`src/rtl/safc_pkg.sv`:
```
package safc_pkg;
    // ==========================================================
    // Frame geometry
    localparam int RESULT_BITS     = 14;
    localparam int FRAME_CLOCKS    = 16;
    localparam int SAMPLE_EDGE     = 9;
    // ==========================================================
    // Timing figures in ns, and the core clock period
    localparam int CLK_PERIOD_NS   = 4;
    localparam int CONV_MAX_NS     = 365;
    localparam int BUSY_DELAY_NS   = 40;
    localparam int ABORT_GUARD_NS  = 10;
    localparam int ABORT_DELAY_NS  = 5;
    localparam int RST_MIN_NS      = 45;
    localparam int RST_MAX_NS      = 6140;
    localparam int PWD_MIN_NS      = 7200;
    localparam int LINK_HALF_NS    = 10;
    localparam int CS_SETUP_NS     = 8;
    localparam int CS_HOLD_NS      = 10;
    // ==========================================================
    // Cycle counts: least times round up, longest times round down
    localparam int CONV_CYC     = CONV_MAX_NS / CLK_PERIOD_NS;
    localparam int RST_MIN_CYC  = (RST_MIN_NS + CLK_PERIOD_NS - 1) / CLK_PERIOD_NS;
    localparam int RST_MAX_CYC  = RST_MAX_NS / CLK_PERIOD_NS;
    localparam int PWD_MIN_CYC  = (PWD_MIN_NS + CLK_PERIOD_NS - 1) / CLK_PERIOD_NS;
    localparam int GUARD_CYC    = (ABORT_GUARD_NS + CLK_PERIOD_NS - 1) / CLK_PERIOD_NS;
    localparam int HALF_CYC     = (LINK_HALF_NS + CLK_PERIOD_NS - 1) / CLK_PERIOD_NS;
    localparam int SETUP_CYC    = (CS_SETUP_NS + CLK_PERIOD_NS - 1) / CLK_PERIOD_NS;
    localparam int HOLD_CYC     = (CS_HOLD_NS + CLK_PERIOD_NS - 1) / CLK_PERIOD_NS;
    // ==========================================================
    // Framing modes
    typedef enum logic {
        SAFC_MODE_SPI = 1'b0,
        SAFC_MODE_DSP = 1'b1
    } safc_mode_t;
endpackage

```
`src/rtl/safc_link_if.sv`:
```
`timescale 1ns/1ns
// ==========================================================
// Serial link between converter and its host
interface safc_link_if;
    logic serial_clk;
    logic chip_select_n;
    logic frame_sync;
    logic powerdown_reset_n;
    logic busy;
    logic serial_result_out;
    logic serial_result_oe;
    // Resolved data wire seen by the host; released line reads high
    logic serial_result_line;
    assign serial_result_line = serial_result_oe ? serial_result_out : 1'b1;

    modport device (
        input  serial_clk,
        input  chip_select_n,
        input  frame_sync,
        input  powerdown_reset_n,
        output busy,
        output serial_result_out,
        output serial_result_oe
    );
    modport host (
        output serial_clk,
        output chip_select_n,
        output frame_sync,
        output powerdown_reset_n,
        input  busy,
        input  serial_result_line
    );
endinterface // safc_link_if

```
`src/rtl/safc_device.sv`:
```
`timescale 1ns/1ns
// Behaviour
// - busy high at most 365 ns
// - host keeps clock phases at least 10 ns
// - busy rises within 40 ns of 16th fall
// - DSP: early frame sync aborts conversion
// - SPI: early chip select fall aborts conversion
// - DSP: frame sync after 9th rise restarts
// - SPI: chip select rise after 9th aborts
// - chip select held 10 ns after 16th fall
// - data output released when chip select high
// - short reset pulse resets, no power-down
// - long reset pulse enters power-down
// - host waits 25 ms after power-up; here the host goes back to idle at once and may start a frame
// - data released on reset pin falling
// - DSP: MSB valid after frame sync rise
// - SPI: MSB valid after chip select fall
// - later bits valid after rising clock
// - DSP: chip select low before frame sync
// - SPI: chip select pulse at least 15 ns
// - 16 clocks, sample 9th rise, convert 16th fall
// - MSB first, bits change on rising edges
// - DSP: frame sync rise starts frame
module safc_device (
    input  wire logic                         core_clk,
    input  wire logic                         rst_n,
    safc_link_if.device                       link,
    input  wire safc_pkg::safc_mode_t         mode,
    input  wire logic [safc_pkg::RESULT_BITS-1:0] sample_value,
    output logic                              sample_taken,
    output logic [safc_pkg::RESULT_BITS-1:0]  result_q,
    output logic                              result_valid,
    output logic                              device_reset_pulse,
    output logic                              powered_down_q
);
    localparam int RB = safc_pkg::RESULT_BITS;

    // ==========================================================
    // Synchronisers for every link input
    logic [1:0] sclk_s, csn_s, fs_s, pwr_s;
    logic       sclk_d1, csn_d1, fs_d1, pwr_d1;
    always_ff @(posedge core_clk) begin
        if (!rst_n) begin
            sclk_s <= 2'h3; // Link clock idles high: no false edge after reset
            csn_s  <= 2'h3;
            fs_s   <= 2'h0;
            pwr_s  <= 2'h3;
            sclk_d1 <= 1'b1;
            csn_d1 <= 1'b1;
            fs_d1  <= 1'b0;
            pwr_d1 <= 1'b1;
        end else begin
            sclk_s <= {sclk_s[0], link.serial_clk};
            csn_s  <= {csn_s[0], link.chip_select_n};
            fs_s   <= {fs_s[0], link.frame_sync};
            pwr_s  <= {pwr_s[0], link.powerdown_reset_n};
            sclk_d1 <= sclk_s[1];
            csn_d1 <= csn_s[1];
            fs_d1  <= fs_s[1];
            pwr_d1 <= pwr_s[1];
        end
    end

    logic sclk_rise, sclk_fall, cs_fall, cs_rise, fs_rise, pwr_fall, pwr_rise;
    assign sclk_rise = sclk_s[1] & ~sclk_d1;
    assign sclk_fall = ~sclk_s[1] & sclk_d1;
    assign cs_fall   = ~csn_s[1] & csn_d1;
    assign cs_rise   = csn_s[1] & ~csn_d1;
    assign fs_rise   = fs_s[1] & ~fs_d1;
    assign pwr_fall  = ~pwr_s[1] & pwr_d1;
    assign pwr_rise  = pwr_s[1] & ~pwr_d1;

    // ==========================================================
    // Power-down/reset pulse width measurement
    logic [12:0] low_cnt_q;
    logic        soft_rst;
    always_ff @(posedge core_clk) begin
        if (!rst_n) begin
            low_cnt_q <= 13'h0;
        end else if (!pwr_s[1]) begin
            if (low_cnt_q != 13'h1fff) begin
                low_cnt_q <= low_cnt_q + 13'h1;
            end
        end else begin
            low_cnt_q <= 13'h0;
        end
    end

    // Widths between the reset and power-down windows act as a reset too
    assign soft_rst = pwr_rise && (32'(low_cnt_q) >= safc_pkg::RST_MIN_CYC)
                      && (32'(low_cnt_q) < safc_pkg::PWD_MIN_CYC);

    always_ff @(posedge core_clk) begin
        if (!rst_n) begin
            powered_down_q <= 1'b0;
        end else if (!pwr_s[1] && 32'(low_cnt_q) >= safc_pkg::PWD_MIN_CYC) begin
            powered_down_q <= 1'b1;
        end else if (pwr_rise) begin
            powered_down_q <= 1'b0;
        end
    end

    logic dev_rst;
    assign dev_rst = soft_rst | !pwr_s[1];
    assign device_reset_pulse = soft_rst;

    // ==========================================================
    // Frame state
    typedef enum logic [1:0] {
        SAFC_IDLE    = 2'b00,
        SAFC_FRAME   = 2'b01,
        SAFC_CONVERT = 2'b10
    } safc_dstate_t;

    safc_dstate_t state_q;
    logic [4:0]   rise_cnt_q, fall_cnt_q;
    logic [8:0]   conv_cnt_q;
    logic         start_ev, abort_sample;
    logic [RB-1:0] shift_q, sample_q;

    // Start edge: frame sync rise in DSP, chip select fall in SPI
    assign start_ev = (mode == safc_pkg::SAFC_MODE_DSP) ? fs_rise : cs_fall;
    // Mid-sample abort after the 9th rise
    assign abort_sample = (state_q == SAFC_FRAME)
        && (32'(rise_cnt_q) >= safc_pkg::SAMPLE_EDGE)
        && ((mode == safc_pkg::SAFC_MODE_DSP) ? fs_rise : cs_rise);

    always_ff @(posedge core_clk) begin
        if (!rst_n || dev_rst || powered_down_q) begin
            state_q    <= SAFC_IDLE;
            rise_cnt_q <= 5'h0;
            fall_cnt_q <= 5'h0;
            conv_cnt_q <= 9'h0;
        end else begin
            case (state_q)
                SAFC_IDLE, SAFC_CONVERT: begin
                    if (start_ev) begin
                        // A start during conversion drops it
                        state_q    <= SAFC_FRAME;
                        rise_cnt_q <= 5'h0;
                        fall_cnt_q <= 5'h0;
                    end else if (state_q == SAFC_CONVERT) begin
                        if (32'(conv_cnt_q) >= safc_pkg::CONV_CYC - 1) begin
                            state_q <= SAFC_IDLE;
                        end
                        conv_cnt_q <= conv_cnt_q + 9'h1;
                    end
                end
                SAFC_FRAME: begin
                    if (abort_sample) begin
                        // DSP restarts at once; SPI waits for next fall
                        rise_cnt_q <= 5'h0;
                        fall_cnt_q <= 5'h0;
                        if (mode != safc_pkg::SAFC_MODE_DSP) begin
                            state_q <= SAFC_IDLE;
                        end
                    end else begin
                        if (sclk_rise && rise_cnt_q != 5'h1f) begin
                            rise_cnt_q <= rise_cnt_q + 5'h1;
                        end
                        if (sclk_fall) begin
                            fall_cnt_q <= fall_cnt_q + 5'h1;
                            if (32'(fall_cnt_q) == safc_pkg::FRAME_CLOCKS - 1) begin
                                state_q    <= SAFC_CONVERT;
                                conv_cnt_q <= 9'h0;
                            end
                        end
                    end
                end
                default: state_q <= SAFC_IDLE;
            endcase
        end
    end

    // Busy follows the converting state, three core cycles after the 16th fall
    assign link.busy = (state_q == SAFC_CONVERT);

    // ==========================================================
    // Sample capture on the 9th rise; result stored at conversion end
    always_ff @(posedge core_clk) begin
        if (!rst_n) begin
            sample_q     <= '0;
            result_q     <= '0;
            result_valid <= 1'b0;
            sample_taken <= 1'b0;
        end else begin
            sample_taken <= 1'b0;
            result_valid <= 1'b0;
            if (state_q == SAFC_FRAME && sclk_rise
                && 32'(rise_cnt_q) == safc_pkg::SAMPLE_EDGE - 1) begin
                sample_q     <= sample_value;
                sample_taken <= 1'b1;
            end
            if (state_q == SAFC_CONVERT && !start_ev
                && 32'(conv_cnt_q) >= safc_pkg::CONV_CYC - 1) begin
                result_q     <= sample_q;
                result_valid <= 1'b1;
            end
        end
    end

    // ==========================================================
    // Output shifter; the two-flop sync puts a bit three core cycles
    // after its link edge, so the sub-10 ns figures hold in core cycles
    always_ff @(posedge core_clk) begin
        if (!rst_n) begin
            shift_q <= '0;
        end else if (start_ev) begin
            shift_q <= result_q;
        end else if (state_q == SAFC_FRAME && sclk_rise && !abort_sample) begin
            shift_q <= {shift_q[RB-2:0], 1'b0};
        end
    end

    // Driver enable: low with chip select high or reset pin low
    logic oe_q;
    always_ff @(posedge core_clk) begin
        if (!rst_n) begin
            oe_q <= 1'b0;
        end else if (csn_s[1] || pwr_fall || !pwr_s[1] || powered_down_q) begin
            oe_q <= 1'b0;
        end else if (start_ev) begin
            oe_q <= 1'b1;
        end
    end

    assign link.serial_result_out = shift_q[RB-1];
    assign link.serial_result_oe  = oe_q;
endmodule // safc_device

```
`src/flat_wrapper.sv`:
```
// flat-port wrapper written by rule: the top's interface ports become plain ports
module safc_device_flat 
  (core_clk, rst_n, mode, sample_value, sample_taken, result_q, result_valid, device_reset_pulse, powered_down_q, link_serial_clk, link_chip_select_n, link_frame_sync, link_powerdown_reset_n, link_busy, link_serial_result_out, link_serial_result_oe);
  safc_link_if link_i ();
  input  wire logic core_clk;
  input  wire logic rst_n;
  input  wire safc_pkg::safc_mode_t mode;
  input  wire logic [safc_pkg::RESULT_BITS-1:0] sample_value;
  output logic sample_taken;
  output logic [safc_pkg::RESULT_BITS-1:0] result_q;
  output logic result_valid;
  output logic device_reset_pulse;
  output logic powered_down_q;
  input wire logic [$bits(link_i.serial_clk)-1:0] link_serial_clk;
  input wire logic [$bits(link_i.chip_select_n)-1:0] link_chip_select_n;
  input wire logic [$bits(link_i.frame_sync)-1:0] link_frame_sync;
  input wire logic [$bits(link_i.powerdown_reset_n)-1:0] link_powerdown_reset_n;
  output wire logic [$bits(link_i.busy)-1:0] link_busy;
  output wire logic [$bits(link_i.serial_result_out)-1:0] link_serial_result_out;
  output wire logic [$bits(link_i.serial_result_oe)-1:0] link_serial_result_oe;
  assign link_i.serial_clk = link_serial_clk;
  assign link_i.chip_select_n = link_chip_select_n;
  assign link_i.frame_sync = link_frame_sync;
  assign link_i.powerdown_reset_n = link_powerdown_reset_n;
  assign link_busy = link_i.busy;
  assign link_serial_result_out = link_i.serial_result_out;
  assign link_serial_result_oe = link_i.serial_result_oe;
  safc_device u_core (.core_clk(core_clk), .rst_n(rst_n), .link(link_i), .mode(mode), .sample_value(sample_value), .sample_taken(sample_taken), .result_q(result_q), .result_valid(result_valid), .device_reset_pulse(device_reset_pulse), .powered_down_q(powered_down_q));
endmodule
```
`config.mk`:
```
export PLATFORM = sky130hd
export DESIGN_NAME = safc_device_flat
export DESIGN_NICKNAME = d
export VERILOG_FILES = /design/src/rtl/safc_pkg.sv /design/src/rtl/safc_link_if.sv /design/src/rtl/safc_device.sv /design/src/flat_wrapper.sv
export SDC_FILE = /design/constraint.sdc
export NUM_CORES = 1
export LEC_CHECK = 0
export ABC_CLOCK_PERIOD_IN_PS = 2600
export BUFFER_PORTS_ARGS = -buffer_cell sky130_fd_sc_hd__buf_2
export CAP_MARGIN = 20
export CORE_MARGIN = 8
export CORE_UTILIZATION = 59
export DETAILED_ROUTE_END_ITERATION = 8
export GPL_TIMING_DRIVEN = 0
export PLACE_DENSITY = 0.8
export SETUP_SLACK_MARGIN = 0.5
export SLEW_MARGIN = 20
export SYNTH_ARGS = -nofsm -noshare
export SYNTH_HDL_FRONTEND = slang
export SYNTH_SLANG_ARGS = --single-unit
```
`constraint.sdc`:
```
create_clock -name core_clk -period 2.6 [get_ports core_clk]
set_input_delay 0.52 -clock core_clk [delete_from_list [all_inputs] [get_ports core_clk]]
set_output_delay 0.52 -clock core_clk [all_outputs]
set_load 0.005 [all_outputs]
```
==> impl_metrics.csv <==
group,metric,value,unit
status,status,"finished clean",
synthesis,syn_nets,468,
timing,finalSetupTns,0,ns
critical_path,crit_path_end_kind,"flop",
synthesis,synth.avg_cell_area,9.724,um^2
critical_path,r2r_end,"u_core.rise_cnt_q[3]",
layout,drive_gt1_share,27.33,%
clock_tree,cts_buffer_depth,2,
floorplan,dieArea,0.01010,mm^2
clock_tree,cts_hold_buffers,0,
grt,track_usage,19.54,%
critical_path,crit_required,2.84,ns
pwr,power_switching_share,25.21,%
pwr,internal-power,0.001987,W
clock_tree,cts_buffers,9,
critical_path,crit_path_start_kind,"flop",
pwr,power_frac_comb,7.3,%
critical_path,r2r_slack,0.36,ns
floorplan,ioPinCount,42,
timing,finalMaxSlewViolations,0,
synthesis,seq_area_frac_synth,43.74,%
critical_path,worst_r2r_startpoint,"u_core.rise_cnt_q[0]",
pwr,power.switching,0.0006698,W
grt,overflow,0,
timing,rsz0062_at_grt,"true",
pwr,p_leak,2.117,nW
grt,grt_pass1_wl,15910,um
routing,wire_per_inst,16.07,um
placement,routabilityCongestion,0.8439,
placement,hpwl,6384,um
pwr,p_per_area,509.6,mW/mm^2
routing,drt-vias-per-instance,5.658,
layout,num_antenna_cells,0,
grt,grt_antenna_before_repair,0,
grt,grt_pass1_vias,3497,
timing,fmax,0.4461,GHz
synthesis,syn_inst,433,
routing,vias,3463,
clock_tree,ctsRootBufferMaster,"clkbuf_8",
layout,area_delta_synth_final,23.83,%
clock_tree,h-tree-depth,3,
timing,hold_viol,0,
placement,placed_cell_area,0.004536,mm^2
job,cap_violations,0,
clock_tree,clkLatencyLatePin,0.37,ns
synthesis,synth_top_area_cell,"dfxtp_1",
synthesis,netlist_top_cells_area,"dfxtp_1 (44%), mux2i_1 (9.7%), nor2b_1 (4.5%)",
timing,min_period,2.242,ns
floorplan,rows,30,
layout,nets,546,
critical_path,worstSetupStartpoint,"u_core.rise_cnt_q[0]",
grt,grt_max_degree,19,
routing,dr.pass1.iters,5,
floorplan,core-area,0.006869,mm^2
critical_path,arrival,2.49,ns
synthesis,async_reset_ff_share,0,%
synthesis,synth_edf_count,0,
synthesis,ys_warn_count,0,
timing,finalSetupViolCount,0,
clock_tree,tritoncts,"yes",
critical_path,crit_path_top_delay_cell,"nor3b_2",
clock_tree,clk_pin_slew_worst_paths,0.10,ns
critical_path,cp_slowest_stage_delay,0.41,ns
layout,fin_area,0.005214,mm^2
floorplan,die_h,100.5,um
routing,wl,9837,um
clock_tree,cts.sinks,92,
synthesis,yosys_most_used_dff,"dfxtp_1",
synthesis,yosysMostFrequentCell,"dfxtp_1",
floorplan,start_util,61.29,%
synthesis,syn_area,0.004210,mm^2
routing,drc,0,
floorplan,die_w,100.5,um
pwr,p_seq_share,54.2,%
pwr,vdd_drop_max,0.0005165,V
placement,io_buffer_count,41,
synthesis,synth_common_cells,"dfxtp_1 (92), mux2i_1 (41), nand2_1 (31)",
timing,worst_pin_slew,0.5229,ns
pwr,pwr-share-clk,38.5,%
timing,finClkSkew,0.008878,ns
routing,drt-initial-drc-count,187,
synthesis,synth_top_area_share,43.74,%
critical_path,worstPathMaxFanout,7,
synthesis,synth.distinct_cells,58,
critical_path,crit_end,"u_core.rise_cnt_q[3]",
timing,slew_headroom,64.24,%
critical_path,crit_type,"flop to flop",
min_path,min_path_type,"input port to flop",
critical_path,reg2regPathDepth,8,
timing,finalCritPeriodShare,86.21,%
routing,antenna_left,0,
critical_path,crit_chain,"ha_1 > and3_1 > ha_1 > nor3b_2 > nand4_1 > and3_1 > o21ai_0 > a21oi_1",
synthesis,ys_ff_latch,92,
[cells in the final DEF (no fill, tap or decap), types with 5 or more instances in the layout]
cell,instances
dfxtp_1,82
buf_2,43
mux2i_1,41
nor2b_1,30
nand2_1,27
buf_4,22
nor2_1,20
o211a_1,14
inv_1,13
nand3_1,13
nand2b_1,11
a21oi_1,11
ha_1,11
o21ai_0,10
clkbuf_1,9
clkbuf_8,9
and3_1,8
buf_6,8
and2_1,7
dfxtp_2,7
a31oi_1,6
or3_1,6
xnor2_1,6
nand3b_1,5
nor3_1,5
xor2_1,5
[critical path, delay by kind of cell (launching register included)]
family                     cells  cell delay (ns)
DFF                            1             0.37
AOI/OAI and AO/OA              2             0.27
adders and majority gates      2             0.43
and+or+nand+nor                4             1.05
[sequential cells by signal (all words and copies together) (netlist names), 2 cells and up]
name               count
u_core.sclk_s          2
u_core.low_cnt_q      13
u_core.shift_q        14
u_core.fs_s            2
u_core.pwr_s           2
u_core.state_q         2
u_core.conv_cnt_q      9
u_core.csn_s           2
u_core.result_q       14
u_core.fall_cnt_q      5
u_core.rise_cnt_q      5
u_core.sample_q       14
[layer usage]
layer	wire [um]	global-route usage (%)	part of all wire [%]	vias to the layer above
met5	0	0	0	-
met4	184	7.791	1.9	0
met3	483	4.903	4.9	22
met2	4936	33.79	50	86
met1	4232	22.46	43	1645
li1	-	-	-	1710
[cell type report]
cell class                 instances  area (um^2)
inverter                          14        55.05
sequential                        92         1862
clock inverter                     7        91.34
tap                               96        120.1
clock buffer                       9        123.9
fill                             476         1655
multi-input combinational        310         2445
timing repair buffer              67        419.2
buffer                            17        97.59
[stage by stage]
step	hold slack [ns]	instances	setup WS, ns	total power [W]	util, %
after global routing	0.3383	612	0.2716	0.002757	75.90
after floorplan	0.3863	433	0.5019	0.001579	-
after CTS	0.3254	603	0.3893	0.002654	72.55
final	0.3291	612	0.3585	0.002657	75.90
after global placement	0.3914	570	0.2590	0.001622	66.03
after detailed placement	0.3925	570	0.2037	0.001627	66.03
[power by group through the flow]
stage	combinational, W	sequential [W]	clock, W
CTS	0.000170	0.00144	0.00104
global placement	0.000148	0.00147	0
global route	0.000211	0.00144	0.00110
finish	0.000195	0.00144	0.00102
floorplan	0.000107	0.00147	0
detailed placement	0.000152	0.00148	0
[how the worst min path moves through the flow]
| stage | startpoint | slack, ns | depth (start not counted) | end |
|---|---|---|---|---|
| final | link_serial_clk | 0.33 | 2 | u_core.sclk_s[0] |
| after floorplan | u_core.csn_s[0] | 0.39 | 1 | u_core.csn_s[1] |
| after global placement | u_core.pwr_s[0] | 0.39 | 1 | u_core.pwr_s[1] |
| after global routing | link_serial_clk | 0.34 | 2 | u_core.sclk_s[0] |
| after detailed placement | u_core.pwr_s[0] | 0.39 | 1 | u_core.pwr_s[1] |
| after CTS | link_powerdown_reset_n | 0.33 | 2 | u_core.pwr_s[0] |
[logic make-up (layout without fill, tap and decap cells)]
kind of cell | count (synthesis) | in the layout | share of synthesized area [%]
AOI/OAI and AO/OA | 81 | 81 | 14.89
adders and majority gates | 14 | 14 | 4.161
xor gates and xnor gates | 11 | 11 | 2.288
DFF | 92 | 92 | 43.74
muxes | 41 | 41 | 9.747
and+or+nand+nor | 163 | 163 | 21.81
buffers and inverters | 31 | 114 | 3.358
[what timing repair did]
item,in CTS,in global routing
setup buffers,14,8
gates resized for setup,27,41
pin swaps,18,10
setup endpoints to repair,41,54
cloned,3,1
Note: power is estimated with default switching activity, not from simulation.
